**src/logic/ldr_defines.svh**
```systemverilog
// Offsets, field positions, reset values and codes for the DMA register set.
// Assumes inclusion by bare name from the package and both ends.
`ifndef LDR_DEFINES_SVH
`define LDR_DEFINES_SVH

// Device register offsets on ain
`define LDR_A_CMD      4'h8
`define LDR_A_REQ      4'h9
`define LDR_A_MASK1    4'ha
`define LDR_A_MODE     4'hb
`define LDR_A_CLRBP    4'hc
`define LDR_A_MCLR     4'hd
`define LDR_A_UNMASK   4'he
`define LDR_A_MASKALL  4'hf

// Command fields
`define LDR_C_M2M      0
`define LDR_C_HOLD     1
`define LDR_C_DIS      2
`define LDR_C_COMP     3
`define LDR_C_ROT      4
`define LDR_C_EXTW     5
`define LDR_C_REQLO    6
`define LDR_C_ACKHI    7

// Mode fields and codes
`define LDR_M_CH       1:0
`define LDR_M_TYPE     3:2
`define LDR_M_AUTO     4
`define LDR_M_DEC      5
`define LDR_M_SVC      7:6
`define LDR_T_WRITE    2'h1
`define LDR_T_READ     2'h2
`define LDR_S_DEMAND   2'h0
`define LDR_S_SINGLE   2'h1
`define LDR_S_BLOCK    2'h2
`define LDR_SET_BIT    2

// Reset values and limits
`define LDR_CNT_WRAP   16'hffff
`define LDR_MASK_RST   4'hf
`define LDR_ZERO8      8'h00

// Host register offsets and command fields
`define LDR_H_DATA     2'h0
`define LDR_H_CMD      2'h1
`define LDR_H_RES      2'h2
`define LDR_HC_REG     3:0
`define LDR_HC_WORD    4
`define LDR_HC_READ    5

`endif

```
**src/logic/ldr_pkg.sv**
```systemverilog
// Types shared by both ends of the DMA register link.
// Assumes ldr_defines.svh is on the include path.
`include "ldr_defines.svh"

package ldr_pkg;

   typedef enum logic [2:0] {
      st_idle, st_hold, st_addr, st_read, extra_transfer_state, st_end
   } ldr_xfer_t;

   typedef enum logic [2:0] {
      hs_idle, hs_clear, hs_low, hs_high, hs_drain
   } ldr_host_t;

endpackage

```
**src/logic/ldr_if.sv**
```systemverilog
// Pins between the host processor and the DMA device.
// Assumes both ends run on the same clk_sys.
`timescale 1ns/1ps
`default_nettype none

interface ldr_if;
   logic       cs_n;
   logic       iorin_n;
   logic       iowin_n;
   logic [3:0] ain;
   logic [7:0] dbin;
   logic [7:0] dbout;
   logic       hreq;
   logic       hlda;

   modport dev  (input cs_n, iorin_n, iowin_n, ain, dbin, hlda,
                 output dbout, hreq);
   modport host (output cs_n, iorin_n, iowin_n, ain, dbin, hlda,
                 input dbout, hreq);
endinterface

`default_nettype wire

```
**src/logic/ldr_device.sv**
```systemverilog
// Four-channel DMA device: register set and transfer state machine.
// Assumes host strobes are synchronous to clk_sys and one cycle per access.
`timescale 1ns/1ps
`default_nettype none
`include "ldr_defines.svh"

module ldr_device
   import ldr_pkg::*;
(
   // System
   input  wire logic        clk_sys,
   input  wire logic        reset,
   // Host link
   ldr_if.dev               bus,
   // Peripheral and memory side
   input  wire logic [3:0]  dreq,
   input  wire logic [7:0]  mem_rdata,
   output logic      [3:0]  dack,
   output logic      [15:0] aout,
   output logic             aen,
   output logic             memr_n,
   output logic             memw_n,
   output logic             iorout_n,
   output logic             iowout_n,
   output logic             eopout_n
);

   logic [15:0] base_a_q [4];
   logic [15:0] base_c_q [4];
   logic [15:0] cur_a_q  [4];
   logic [15:0] cur_c_q  [4];
   logic [7:0]  mode_q   [4];
   logic [7:0]  cmd_q;
   logic [7:0]  temp_q;
   logic [3:0]  mask_q;
   logic [3:0]  swreq_q;
   logic [3:0]  tc_q;
   logic        bp_q;
   ldr_xfer_t   st_q;
   ldr_xfer_t   st_d;
   logic [1:0]  ch_q;
   logic [1:0]  last_q;
   logic        m2m_q;
   logic        pass_q;
   logic        wr_on_q;
   logic [7:0]  rdat;

   function automatic [1:0] pick(input [3:0] r, input [1:0] first);
      logic [1:0] idx;
      pick = first;
      for (int i = 3; i >= 0; i--) begin
         idx = first + 2'(i);
         if (r[idx])
            pick = idx;
      end
   endfunction

   function automatic [15:0] put_byte(input [15:0] w, input hi,
                                      input [7:0] b);
      put_byte = hi ? {b, w[7:0]} : {w[15:8], b};
   endfunction

   wire       wr      = ~bus.cs_n & ~bus.iowin_n;
   wire       rd      = ~bus.cs_n & ~bus.iorin_n;
   wire       idle    = (st_q == st_idle);
   wire       mclr    = wr & (bus.ain == `LDR_A_MCLR);
   wire       chreg   = ~bus.ain[3];
   wire [1:0] rch     = bus.ain[2:1];
   wire [1:0] dch     = bus.dbin[`LDR_M_CH];
   wire [3:0] active  = dreq ^ {4{cmd_q[`LDR_C_REQLO]}};
   wire [3:0] want    = (active & ~mask_q) | swreq_q;
   wire [7:0] md      = mode_q[ch_q];
   wire       tc_now  = (cur_c_q[ch_q] == 16'h0000);
   wire       at_end  = (st_q == st_end);
   wire       count   = at_end & ~(m2m_q & ~pass_q);
   wire       finish  = count & tc_now;
   wire       comp    = cmd_q[`LDR_C_COMP] & ~m2m_q;
   wire [1:0] first   = cmd_q[`LDR_C_ROT] ? last_q + 2'h1 : 2'h0;

   // Transfer sequencing
   always_comb begin
      st_d = st_q;
      case (st_q)
         st_idle:
            if (~cmd_q[`LDR_C_DIS] & |want & ~mclr)
               st_d = st_hold;
         st_hold:
            if (bus.hlda)
               st_d = st_addr;
         st_addr:
            st_d = st_read;
         st_read:
            st_d = comp ? st_end : extra_transfer_state;
         extra_transfer_state:
            st_d = st_end;
         st_end:
            if (m2m_q & ~pass_q)
               st_d = st_addr;
            else if (tc_now)
               st_d = st_idle;
            else if (m2m_q || md[`LDR_M_SVC] == `LDR_S_BLOCK)
               st_d = st_addr;
            else if (md[`LDR_M_SVC] == `LDR_S_DEMAND && want[ch_q])
               st_d = st_addr;
            else
               st_d = st_idle;
         default:
            st_d = st_idle;
      endcase
   end

   always_ff @(posedge clk_sys or posedge reset) begin
      if (reset)
         st_q <= st_idle;
      else if (mclr)
         st_q <= st_idle;
      else
         st_q <= st_d;
   end

   // Channel choice and memory-to-memory pass
   always_ff @(posedge clk_sys or posedge reset) begin
      if (reset) begin
         ch_q   <= 2'h0;
         last_q <= 2'h3;
         m2m_q  <= 1'b0;
         pass_q <= 1'b0;
      end else if (idle && st_d == st_hold) begin
         m2m_q  <= cmd_q[`LDR_C_M2M] & want[0];
         pass_q <= 1'b0;
         ch_q   <= (cmd_q[`LDR_C_M2M] & want[0]) ? 2'h0 : pick(want, first);
      end else if (at_end & m2m_q & ~pass_q) begin
         pass_q <= 1'b1;
         ch_q   <= 2'h1;
      end else if (at_end & m2m_q) begin
         pass_q <= 1'b0;
         ch_q   <= 2'h0;
         if (st_d == st_idle)
            last_q <= 2'h1;
      end else if (at_end && st_d == st_idle) begin
         last_q <= ch_q;
      end
   end

   // Channel address and count registers
   always_ff @(posedge clk_sys or posedge reset) begin
      if (reset) begin
         for (int i = 0; i < 4; i++) begin
            base_a_q[i] <= 16'h0000;
            base_c_q[i] <= 16'h0000;
            cur_a_q[i]  <= 16'h0000;
            cur_c_q[i]  <= 16'h0000;
         end
      end else if (wr & chreg & idle) begin
         if (bus.ain[0]) begin
            base_c_q[rch] <= put_byte(base_c_q[rch], bp_q, bus.dbin);
            cur_c_q[rch]  <= put_byte(cur_c_q[rch], bp_q, bus.dbin);
         end else begin
            base_a_q[rch] <= put_byte(base_a_q[rch], bp_q, bus.dbin);
            cur_a_q[rch]  <= put_byte(cur_a_q[rch], bp_q, bus.dbin);
         end
      end else if (at_end) begin
         if (finish & md[`LDR_M_AUTO]) begin
            cur_a_q[ch_q] <= base_a_q[ch_q];
            cur_c_q[ch_q] <= base_c_q[ch_q];
         end else begin
            if (count)
               cur_c_q[ch_q] <= cur_c_q[ch_q] - 16'h0001;
            if (!(m2m_q & ~pass_q & cmd_q[`LDR_C_HOLD]))
               cur_a_q[ch_q] <= md[`LDR_M_DEC] ? cur_a_q[ch_q] - 16'h0001
                                               : cur_a_q[ch_q] + 16'h0001;
         end
      end
   end

   // Byte pointer
   always_ff @(posedge clk_sys or posedge reset) begin
      if (reset)
         bp_q <= 1'b0;
      else if (mclr || (wr && bus.ain == `LDR_A_CLRBP))
         bp_q <= 1'b0;
      else if ((wr | rd) & chreg)
         bp_q <= ~bp_q;
   end

   // Command and mode registers
   always_ff @(posedge clk_sys or posedge reset) begin
      if (reset) begin
         cmd_q <= `LDR_ZERO8;
         for (int i = 0; i < 4; i++)
            mode_q[i] <= `LDR_ZERO8;
      end else if (mclr) begin
         cmd_q <= `LDR_ZERO8;
         for (int i = 0; i < 4; i++)
            mode_q[i] <= `LDR_ZERO8;
      end else if (wr & idle) begin
         if (bus.ain == `LDR_A_CMD)
            cmd_q <= bus.dbin;
         if (bus.ain == `LDR_A_MODE)
            mode_q[dch] <= bus.dbin;
      end
   end

   // Mask and software request bits
   always_ff @(posedge clk_sys or posedge reset) begin
      if (reset) begin
         mask_q  <= `LDR_MASK_RST;
         swreq_q <= 4'h0;
      end else if (mclr) begin
         mask_q  <= `LDR_MASK_RST;
         swreq_q <= 4'h0;
      end else begin
         if (wr && bus.ain == `LDR_A_MASK1)
            mask_q[dch] <= bus.dbin[`LDR_SET_BIT];
         if (wr && bus.ain == `LDR_A_UNMASK)
            mask_q <= 4'h0;
         if (wr && bus.ain == `LDR_A_MASKALL)
            mask_q <= bus.dbin[3:0];
         if (wr && bus.ain == `LDR_A_REQ)
            swreq_q[dch] <= bus.dbin[`LDR_SET_BIT];
         if (finish) begin
            mask_q[ch_q]  <= 1'b1;
            swreq_q[ch_q] <= 1'b0;
         end
      end
   end

   // Terminal count status, set wins over read clear
   always_ff @(posedge clk_sys or posedge reset) begin
      if (reset)
         tc_q <= 4'h0;
      else if (mclr)
         tc_q <= 4'h0;
      else
         tc_q <= (tc_q & ~{4{rd && bus.ain == `LDR_A_CMD}})
                 | ({3'h0, finish} << ch_q);
   end

   // Temporary register
   always_ff @(posedge clk_sys or posedge reset) begin
      if (reset)
         temp_q <= `LDR_ZERO8;
      else if (mclr)
         temp_q <= `LDR_ZERO8;
      else if (at_end & m2m_q & ~pass_q)
         temp_q <= mem_rdata;
   end

   // Register read mux; base registers have no read path
   always_comb begin
      rdat = `LDR_ZERO8;
      if (chreg)
         rdat = bus.ain[0] ? (bp_q ? cur_c_q[rch][15:8] : cur_c_q[rch][7:0])
                           : (bp_q ? cur_a_q[rch][15:8] : cur_a_q[rch][7:0]);
      else if (bus.ain == `LDR_A_CMD)
         rdat = {active | swreq_q, tc_q};
      else if (bus.ain == `LDR_A_MCLR && idle)
         rdat = temp_q;
   end

   always_ff @(posedge clk_sys or posedge reset) begin
      if (reset)
         bus.dbout <= `LDR_ZERO8;
      else if (rd)
         bus.dbout <= rdat;
      else if (m2m_q & pass_q)
         bus.dbout <= temp_q;
   end

   // Bus request, address, acknowledge, read strobes, end of process
   always_ff @(posedge clk_sys or posedge reset) begin
      if (reset) begin
         bus.hreq <= 1'b0;
         aen      <= 1'b0;
         aout     <= 16'h0000;
         dack     <= 4'h0;
         memr_n   <= 1'b1;
         iorout_n <= 1'b1;
         eopout_n <= 1'b1;
         wr_on_q  <= 1'b0;
      end else begin
         bus.hreq <= (st_d != st_idle);
         aen      <= (st_d != st_idle) & (st_d != st_hold);
         aout     <= cur_a_q[ch_q];
         dack     <= ({3'h0, aen} << ch_q)
                     ^ {4{~cmd_q[`LDR_C_ACKHI]}};
         memr_n   <= ~((st_d == st_read || st_d == extra_transfer_state)
                     & (m2m_q ? ~pass_q
                              : md[`LDR_M_TYPE] == `LDR_T_READ));
         iorout_n <= ~((st_d == st_read || st_d == extra_transfer_state)
                     & ~m2m_q & (md[`LDR_M_TYPE] == `LDR_T_WRITE));
         wr_on_q  <= (st_d == extra_transfer_state)
                     | ((st_d == st_read)
                        & (cmd_q[`LDR_C_EXTW] | comp));
         eopout_n <= ~finish;
      end
   end

   // Write strobes launched from the falling edge
   always_ff @(negedge clk_sys or posedge reset) begin
      if (reset) begin
         memw_n   <= 1'b1;
         iowout_n <= 1'b1;
      end else begin
         memw_n   <= ~(wr_on_q & (m2m_q ? pass_q
                        : md[`LDR_M_TYPE] == `LDR_T_WRITE));
         iowout_n <= ~(wr_on_q & ~m2m_q
                       & (md[`LDR_M_TYPE] == `LDR_T_READ));
      end
   end

endmodule // ldr_device

`default_nettype wire

```
**src/flat_wrapper.sv**
```systemverilog
// flat-port wrapper written by rule: the top's interface ports become plain ports
module ldr_device_flat import ldr_pkg::*;
  (clk_sys, reset, dreq, mem_rdata, dack, aout, aen, memr_n, memw_n, iorout_n, iowout_n, eopout_n, bus_cs_n, bus_iorin_n, bus_iowin_n, bus_ain, bus_dbin, bus_hlda, bus_dbout, bus_hreq);
  ldr_if bus_i ();
  input  wire logic clk_sys;
  input  wire logic reset;
  input  wire logic [3:0] dreq;
  input  wire logic [7:0] mem_rdata;
  output logic      [3:0] dack;
  output logic      [15:0] aout;
  output logic aen;
  output logic memr_n;
  output logic memw_n;
  output logic iorout_n;
  output logic iowout_n;
  output logic eopout_n;
  input wire logic [$bits(bus_i.cs_n)-1:0] bus_cs_n;
  input wire logic [$bits(bus_i.iorin_n)-1:0] bus_iorin_n;
  input wire logic [$bits(bus_i.iowin_n)-1:0] bus_iowin_n;
  input wire logic [$bits(bus_i.ain)-1:0] bus_ain;
  input wire logic [$bits(bus_i.dbin)-1:0] bus_dbin;
  input wire logic [$bits(bus_i.hlda)-1:0] bus_hlda;
  output wire logic [$bits(bus_i.dbout)-1:0] bus_dbout;
  output wire logic [$bits(bus_i.hreq)-1:0] bus_hreq;
  assign bus_i.cs_n = bus_cs_n;
  assign bus_i.iorin_n = bus_iorin_n;
  assign bus_i.iowin_n = bus_iowin_n;
  assign bus_i.ain = bus_ain;
  assign bus_i.dbin = bus_dbin;
  assign bus_i.hlda = bus_hlda;
  assign bus_dbout = bus_i.dbout;
  assign bus_hreq = bus_i.hreq;
  ldr_device u_core (.clk_sys(clk_sys), .reset(reset), .bus(bus_i), .dreq(dreq), .mem_rdata(mem_rdata), .dack(dack), .aout(aout), .aen(aen), .memr_n(memr_n), .memw_n(memw_n), .iorout_n(iorout_n), .iowout_n(iowout_n), .eopout_n(eopout_n));
endmodule
```
**config.mk**
```make
export PLATFORM = sky130hd
export DESIGN_NAME = ldr_device_flat
export DESIGN_NICKNAME = d
export VERILOG_FILES = /design/src/logic/ldr_pkg.sv /design/src/logic/ldr_if.sv /design/src/logic/ldr_device.sv /design/src/flat_wrapper.sv
export VERILOG_INCLUDE_DIRS = /design/src /design/src/logic
export SDC_FILE = /design/constraint.sdc
export NUM_CORES = 1
export LEC_CHECK = 0
export ABC_AREA = 1
export BUFFER_PORTS_ARGS = -buffer_cell sky130_fd_sc_hd__buf_2
export CORE_MARGIN = 8
export CORE_UTILIZATION = 59
export DETAILED_ROUTE_END_ITERATION = 8
export PLACE_DENSITY = 0.76
export SKIP_CTS_REPAIR_TIMING = 1
export SLEW_MARGIN = 30
export SYNTH_ARGS = -nofsm -noshare
export SYNTH_HDL_FRONTEND = slang
export SYNTH_SLANG_ARGS = --single-unit
```
**constraint.sdc**
```tcl
create_clock -name clk_sys -period 20.1 [get_ports clk_sys]
set_input_delay 4.02 -clock clk_sys [delete_from_list [all_inputs] [get_ports clk_sys]]
set_output_delay 4.02 -clock clk_sys [all_outputs]
set_load 0.02 [all_outputs]
```
==> run_results.csv, run 1 <==
group,metric,value,unit
status,outcome,"complete, no violations",
setup_path,timing.critical_path.required,16.08,ns
detailed_routing,detailedRoute.firstIterationViolations,3210,
sta,hold_fails_final_rpt,0,
yosys,synth-seq-cells,354,
detailed_routing,wire_per_inst,23.3,um
job,maxCapViolations,0,
grt,grt_first_pass_wirelength,122,mm
setup_path,crit_chain,"buf_2",
placed_design,detailedPlacementHpwl,51.9,mm
clocking,cts-htree-levels,2,
setup_path,r2r-end,"u_core.memw_n",
clocking,cts_root_buffer,"sky130_fd_sc_hd__clkbuf_16",
die,core-area,0.0356,sq mm
grt,globalRoute.totalOverflow,0,
sta,finalMaxSlewViolations,0,
setup_path,crit_slowest_cell,"sky130_fd_sc_hd__dfstp_2",
die,width_of_the_chip,206,um
clocking,tritoncts_clock_tree,"built",
cells_and_area,mostFrequentLayoutCell,"sky130_fd_sc_hd__nand2_1",
cells_and_area,commonest_cells_after_routing_fill_and_taps_aside,"sky130_fd_sc_hd__nand2_1 (885), sky130_fd_sc_hd__dfrtp_1 (342), sky130_fd_sc_hd__inv_1 (261)",
detailed_routing,num_vias,22582,
die,height_of_the_die,206,um
setup_path,worst_path_dominant_cell_family,"flip-flops",
min_path,holdPathStages,2,
power_and_ir_drop,total_power,3670,uW
yosys,synth_top_flop_cell,"sky130_fd_sc_hd__dfrtp_1",
yosys,async_set_or_reset_flop_fraction_in_the_synthesized_netlist,100,%
die,initial_core_util,59.9,%
yosys,ranking_of_synthesized_cells_by_area,"sky130_fd_sc_hd__dfrtp_1 (40%), sky130_fd_sc_hd__nand2_1 (16%), sky130_fd_sc_hd__a21oi_1 (5.5%)",
min_path,min-delay-start,"u_core.cur_a_q[6]",
yosys,synth-edff-count,0,
min_path,min_delay_worst_endpoint,"u_core.cur_a_q[6]",
clocking,cts.path.max_buffers,3,
yosys,seq_area_frac_synth,41.7,%
placed_design,gp_routability_congestion,0.976,
yosys,yosysTopAreaCell,"sky130_fd_sc_hd__dfrtp_1",
setup_path,r2r_startpoint,"u_core.ch_q[1]",
setup_path,arrival,11.31,ns
yosys,synth_largest_type_area_fraction,40.3,%
placed_design,place.port_buffers,64,
setup_path,timing.reg2reg.worst_path_depth,7,
detailed_routing,drt_wirelength,80.6,mm
detailed_routing,drc,0,
die,dieArea,0.0424,sq mm
cells_and_area,area_of_the_multi_input_gates,0.0107,sq mm
cells_and_area,layout.area.seq,0.00887,sq mm
grt,antenna_found_initial,1,
grt,grt_max_degree,73,
setup_path,path_class,"flip-flop to output pin",
yosys,mappedNetlistNets,3027,
placed_design,placement.cell_area,0.0218,sq mm
sta,worst_slew_margin_relative_to_its_limit,24.8,%
cells_and_area,design.final.nets,3013,
cells_and_area,finish.instance_area,0.0233,sq mm
yosys,synth.cell_area,0.0213,sq mm
sta,timing.final.setup_violations,0,
setup_path,startpoint_type,"flip-flop",
clocking,clk_pin_slew,0.06,ns
detailed_routing,viasPerCell,6.54,
setup_path,slowest_stage_delay_on_critical_path,0.50,ns
clocking,cts_sinks,354,
detailed_routing,drt_first_pass_iters,9,
setup_path,critPathCaptureType,"output pin",
sta,rsz0062_at_grt,"no",
sta,final.setup.tns,0,ns
cells_and_area,flow.area_growth_from_synthesis,9.17,%
yosys,synth-warning-count,0,
die,std_cell_rows,69,
setup_path,worstSetupPathDepth,1,
cells_and_area,final.fill_count,3096,
yosys,synth_cell_types,54,
grt,grt_usage,37.5,%
clocking,number_of_buffers_inserted_during_clock_tree_synthesis,40,
cells_and_area,layout-drive-gt1-share,8.85,%
grt,grt_pass1_vias,21325,
setup_path,crit_path_buf_inv_count,1,
power_and_ir_drop,worst_ir_drop_vdd,0.000119,V
sta,tightest_hold_margin,0.483,ns
power_and_ir_drop,power_density,158,mW/mm^2
min_path,worst_hold_path_type,"flip-flop to flip-flop",
cells_and_area,antennaDiodeCount,0,
yosys,syn-instance-count,2980,
setup_path,critPathMaxFanout,1,
setup_path,r2r_slack,7.26,ns
sta,tightest_slew,1.13,ns
clocking,insertion_delay_to_the_later_sink_of_the_worst_skew_pair,0.61,ns
power_and_ir_drop,p_leak,0.0114,uW
detailed_routing,antenna_violation_net_count_after_detailed_routing,0,
yosys,avgSynthCellArea,7.15,sq um
die,io_pins,65,
sta,skew,0.0449,ns
cells_and_area,final_core_utilization,65.4,%
kinds of logic after synthesis:
| logic type | synth area share, % |
|---|---|
| AND/OR/NAND/NOR | 27.9 |
| AO/OA/AOI/OAI | 19.4 |
| buffers and inverters | 8.37 |
| flip-flops | 41.7 |
| multiplexers | 0.969 |
| XOR/XNOR | 0.699 |
| adder cells (fa/ha/maj) | 1.03 |
sequential cells by signal, indices dropped and copies added (netlist names), 2 cells and up:
register	flops
u_core.swreq_q	4
u_core.aout	16
u_core.cur_c_q	64
u_core.st_q	3
u_core.cur_a_q	64
u_core.temp_q	8
u_core.cmd_q	8
u_core.mode_q	24
u_core.dack	4
u_core.tc_q	4
u_core.base_c_q	64
u_core.mask_q	4
u_core.last_q	2
u_core.ch_q	2
u_core.bus.dbout	8
u_core.base_a_q	64
power by group:
part / internal [uW] / leakage [uW] / switching [uW]
clock: 456 / 0.000676 / 313
sequential: 972 / 0.00435 / 171
combinational: 498 / 0.00637 / 1260
cell type report:
| type | count | area share [%] |
|---|---|---|
| Tap cell | 461 | 2.48 |
| Timing Repair Buffer | 105 | 2.98 |
| Multi-Input combinational cell | 2187 | 46.1 |
| Clock buffer | 51 | 4.79 |
| Clock inverter | 21 | 1.01 |
| Inverter | 276 | 4.48 |
| Sequential cell | 354 | 38.2 |
synthesized netlist by cell type, types with 3 or more instances:
cell and n:
sky130_fd_sc_hd__nor3_1 8, sky130_fd_sc_hd__ha_1 16, sky130_fd_sc_hd__buf_6 9, sky130_fd_sc_hd__o31ai_1 8, sky130_fd_sc_hd__nand3_1 213, sky130_fd_sc_hd__buf_1 19
sky130_fd_sc_hd__a211oi_1 4, sky130_fd_sc_hd__a22oi_1 61, sky130_fd_sc_hd__o21ai_2 3, sky130_fd_sc_hd__o221ai_1 13, sky130_fd_sc_hd__o21a_1 8, sky130_fd_sc_hd__o2111ai_1 10
sky130_fd_sc_hd__dfrtp_1 343, sky130_fd_sc_hd__o22ai_1 78, sky130_fd_sc_hd__a221oi_1 30, sky130_fd_sc_hd__nand3_2 3, sky130_fd_sc_hd__o2111a_1 3, sky130_fd_sc_hd__a21oi_1 233
sky130_fd_sc_hd__buf_2 34, sky130_fd_sc_hd__o211ai_1 12, sky130_fd_sc_hd__nand2_2 13, sky130_fd_sc_hd__a221o_1 8, sky130_fd_sc_hd__dfstp_2 11, sky130_fd_sc_hd__o21ai_0 216
sky130_fd_sc_hd__buf_4 6, sky130_fd_sc_hd__nand2_1 891, sky130_fd_sc_hd__o21ai_1 5, sky130_fd_sc_hd__clkbuf_1 94, sky130_fd_sc_hd__inv_1 261, sky130_fd_sc_hd__xnor2_1 4
sky130_fd_sc_hd__mux2_2 5, sky130_fd_sc_hd__clkinv_1 4, sky130_fd_sc_hd__inv_2 11, sky130_fd_sc_hd__nor2_1 233, sky130_fd_sc_hd__mux2i_1 15, sky130_fd_sc_hd__xor2_1 13
sky130_fd_sc_hd__nand4_1 39, sky130_fd_sc_hd__nor2_4 5, sky130_fd_sc_hd__nor2_2 18
through the flow:
stage	instances	worst slack, ns
after global placement	3381	5.38
after global routing	3455	4.73
final	3455	4.77
after floorplan	2980	2.59
after detailed placement	3382	5.38
after CTS	3453	4.76
how the worst max path moves through the flow:
stage	slack, ns	from	endpoint
3_5_place_dp	5.38	u_core.memw_n	memw_n
3_3_place_gp	5.38	u_core.iowout_n	iowout_n
6_report	4.77	u_core.memw_n	memw_n
4_1_cts	4.76	u_core.memw_n	memw_n
2_1_floorplan	2.59	reset	u_core.iowout_n
5_1_grt	4.73	u_core.memw_n	memw_n
metal layers:
layer | vias to the layer above | track usage [%] | wire [um]
li1 | 9930 | - | -
met1 | 10492 | 47.8 | 29500
met2 | 1732 | 54.9 | 33700
met3 | 426 | 12.7 | 12000
met4 | 2 | 21.7 | 5370
met5 | - | 0 | 10
Note: power is estimated with default switching activity, not from simulation.
==> run 2: changes to the inputs <==
- ABC_AREA: 1 -> 0
- CORE_UTILIZATION: 59 -> 57
- PLACE_DENSITY: 0.76 -> 0.77
- clock period: 20.1 -> 12.8 ns (I/O delays scaled with it)
==> run 2 against run 1 <==
Critical path depth did not move. Sequential power rose by 64%. Utilization fell by 2.2 points. Cell area fell by 6.9%. Worst setup slack got worse by 2.2 ns. Synthesized cell count fell by 37%. Via count fell by 25%. Wire length fell by 24%. Die area fell by 4.0%. Total power rose by 50%. Critical endpoint is now iowout_n. Largest power group unchanged. Highest routed layer is now met4.
==> run_results.csv, run 2 <==
group,metric,value,unit
power_and_ir_drop,total_power,5510,uW
yosys,yosysTopAreaCell,"sky130_fd_sc_hd__dfrtp_1",
detailed_routing,antenna_violation_net_count_after_detailed_routing,0,
cells_and_area,flow.area_growth_from_synthesis,10.1,%
clocking,tritoncts_clock_tree,"built",
cells_and_area,layout-drive-gt1-share,18.5,%
yosys,yosys.cell_count.top_type,"sky130_fd_sc_hd__dfrtp_1",
yosys,synth_cell_types,71,
clocking,cts_sinks,354,
yosys,netlist_top_cells_count,"sky130_fd_sc_hd__dfrtp_1 (343), sky130_fd_sc_hd__nand2_1 (295), sky130_fd_sc_hd__a21oi_1 (158)",
die,height_of_the_die,202,um
yosys,synth-xor-area-share,1.34,%
grt,globalRoute.totalOverflow,0,
grt,grt_pass1_vias,16863,
yosys,synth_top_flop_cell,"sky130_fd_sc_hd__dfrtp_1",
placed_design,placement.cell_area,0.0203,sq mm
sta,timing.final.setup_violations,0,
yosys,post_synthesis_compound_gate_area_fraction,17.0,%
min_path,worst_hold_path_type,"flip-flop to flip-flop",
detailed_routing,drc,0,
die,dieArea,0.0407,sq mm
yosys,seq_area_frac_synth,45.1,%
setup_path,arrival,7.63,ns
power_and_ir_drop,power_density,254,mW/mm^2
cells_and_area,mostFrequentLayoutCell,"sky130_fd_sc_hd__dfrtp_1",
placed_design,detailedPlacementHpwl,38.4,mm
grt,grt_max_degree,81,
setup_path,worst_path_dominant_cell_family,"flip-flops",
setup_path,crit_slowest_cell,"sky130_fd_sc_hd__dfstp_2",
setup_path,critPathCaptureType,"output pin",
placed_design,gp_routability_congestion,0.917,
die,io_pins,65,
clocking,cts.path.max_buffers,3,
setup_path,r2r_startpoint,"u_core.ch_q[1]",
setup_path,path_class,"flip-flop to output pin",
yosys,synth.cell_area,0.0197,sq mm
yosys,synth-edff-count,0,
detailed_routing,drt_first_pass_iters,6,
placed_design,place.port_buffers,64,
yosys,synth_simple_gate_area_share,13.1,%
detailed_routing,drt_wirelength,61.4,mm
clocking,number_of_buffers_inserted_during_clock_tree_synthesis,39,
yosys,main_combinational_cell_family_by_area_after_synthesis,"multiplexers",
yosys,ranking_of_synthesized_cells_by_area,"sky130_fd_sc_hd__dfrtp_1 (44%), sky130_fd_sc_hd__mux4_2 (16%), sky130_fd_sc_hd__nand2_1 (5.6%)",
yosys,synth_adder_area_share,1.12,%
cells_and_area,final.fill_count,2683,
sta,rsz0062_at_grt,"no",
yosys,mappedNetlistNets,1916,
yosys,synth-seq-cells,354,
grt,antenna_found_initial,3,
yosys,avgSynthCellArea,10.5,sq um
sta,skew,0.0522,ns
detailed_routing,detailedRoute.firstIterationViolations,2428,
setup_path,crit_chain,"buf_2",
setup_path,startpoint_type,"flip-flop",
cells_and_area,design.final.nets,1916,
detailed_routing,num_vias,16833,
min_path,min-delay-start,"u_core.base_c_q[17]",
die,width_of_the_chip,202,um
setup_path,crit_path_start,"u_core.iowout_n",
yosys,synth_largest_type_area_fraction,43.6,%
yosys,async_set_or_reset_flop_fraction_in_the_synthesized_netlist,100,%
die,core-area,0.0343,sq mm
clocking,clk_pin_slew,0.06,ns
sta,hold_fails_final_rpt,0,
setup_path,timing.critical_path.required,10.24,ns
sta,worst_slew_margin_relative_to_its_limit,23.9,%
setup_path,slowest_stage_delay_on_critical_path,0.50,ns
yosys,muxShareOfSynthArea,18.9,%
sta,tightest_slew,1.14,ns
yosys,syn-instance-count,1869,
cells_and_area,final_core_utilization,63.2,%
clocking,cts_root_buffer,"sky130_fd_sc_hd__clkbuf_16",
job,maxCapViolations,0,
setup_path,crit_path_buf_inv_count,1,
clocking,insertion_delay_to_the_later_sink_of_the_worst_skew_pair,0.58,ns
sta,finalMaxSlewViolations,0,
die,initial_core_util,57.4,%
status,outcome,"complete, no violations",
yosys,synth-warning-count,0,
die,std_cell_rows,68,
sta,final.setup.tns,0,ns
placed_design,dpl.cell_count,2281,
cells_and_area,finish.instance_area,0.0217,sq mm
power_and_ir_drop,worst_ir_drop_vdd,0.000166,V
detailed_routing,wire_per_inst,26.1,um
detailed_routing,viasPerCell,7.14,
cells_and_area,layoutNonFillerInstCount,2356,
grt,grt_usage,29.5,%
grt,grt_first_pass_wirelength,95.7,mm
setup_path,critPathMaxFanout,1,
clocking,cts-htree-levels,2,
power_and_ir_drop,p_leak,0.00920,uW
cells_and_area,commonest_cells_after_routing_fill_and_taps_aside,"sky130_fd_sc_hd__dfrtp_1 (341), sky130_fd_sc_hd__nand2_1 (294), sky130_fd_sc_hd__a21oi_1 (155)",
==> run 2: cell types whose count changed after synthesis, sizes merged, moves of 24 or more <==
| cell | delta |
|---|---|
| nand2 | -609 |
| inv | -244 |
| nand3 | -172 |
| mux4 | +139 |
| nor2 | -126 |
| o221ai | +87 |
| o21ai | -79 |
| o22ai | -74 |
| a21oi | -72 |
| mux2i | +37 |
| buf | -36 |
| a22oi | -35 |
| nand4 | -33 |
| a221oi | -24 |
==> run 2: final timing paths <==
| kind | to | slack (ns) | cells after the start |
|---|---|---|---|
| setup reg to reg | u_core.memw_n | 4.91 | 3 |
| setup / recovery | iowout_n | 2.61 | 1 |
| min in group asynchronous | u_core.st_q[0] | 2.26 | 3 |
| max in group asynchronous | u_core.iowout_n | 4.37 | 2 |
| hold reg to reg | u_core.base_c_q[17] | 0.50 | 2 |
| hold / removal | u_core.base_c_q[17] | 0.50 | 2 |
==> run 2: cell type report <==
cell class                 instances  area, sq um  area share (%)
multi-input combinational       1350        10200            47.1
sequential                       354         8880            41.0
clock buffer                      60         1190            5.49
timing repair buffer              94          569            2.63
tap                              455          569            2.63
clock inverter                    11          130           0.601
inverter                          28          109           0.503
antenna                            4         10.0          0.0462
==> run 2: per-stage QoR <==
| step | hold WS (ns) | worst slack (ns) |
|---|---|---|
| final | 0.502 | 2.61 |
| after global routing | 0.518 | 2.57 |
| after CTS | 0.503 | 2.60 |
| after detailed placement | 0.489 | 3.19 |
| after global placement | 0.473 | 3.20 |
| after floorplan | 0.461 | 0.396 |
==> run 2: where the power goes <==
part           leakage [uW]  switching [uW]  total, uW  internal (uW)
Combinational       0.00412            1460       2480           1010
Sequential          0.00444             332       1870           1540
Clock              0.000641             461       1160            701
Total               0.00920            2260       5510           3250
==> run 2: logic make-up after synthesis <==
group,count (synthesis)
compound gates,523
mux,197
buf+inv,165
xor+xnor,30
flops,354
simple gates,583
fa+ha+maj,17
==> run 2: routing by layer <==
layer / wire, um / global-route usage [%] / part of all wire [%]
met3: 7600 / 8.10 / 12
met2: 27800 / 45.2 / 45
met4: 3490 / 16.7 / 5.7
met5: 0 / 0 / 0
met1: 22500 / 37.7 / 37
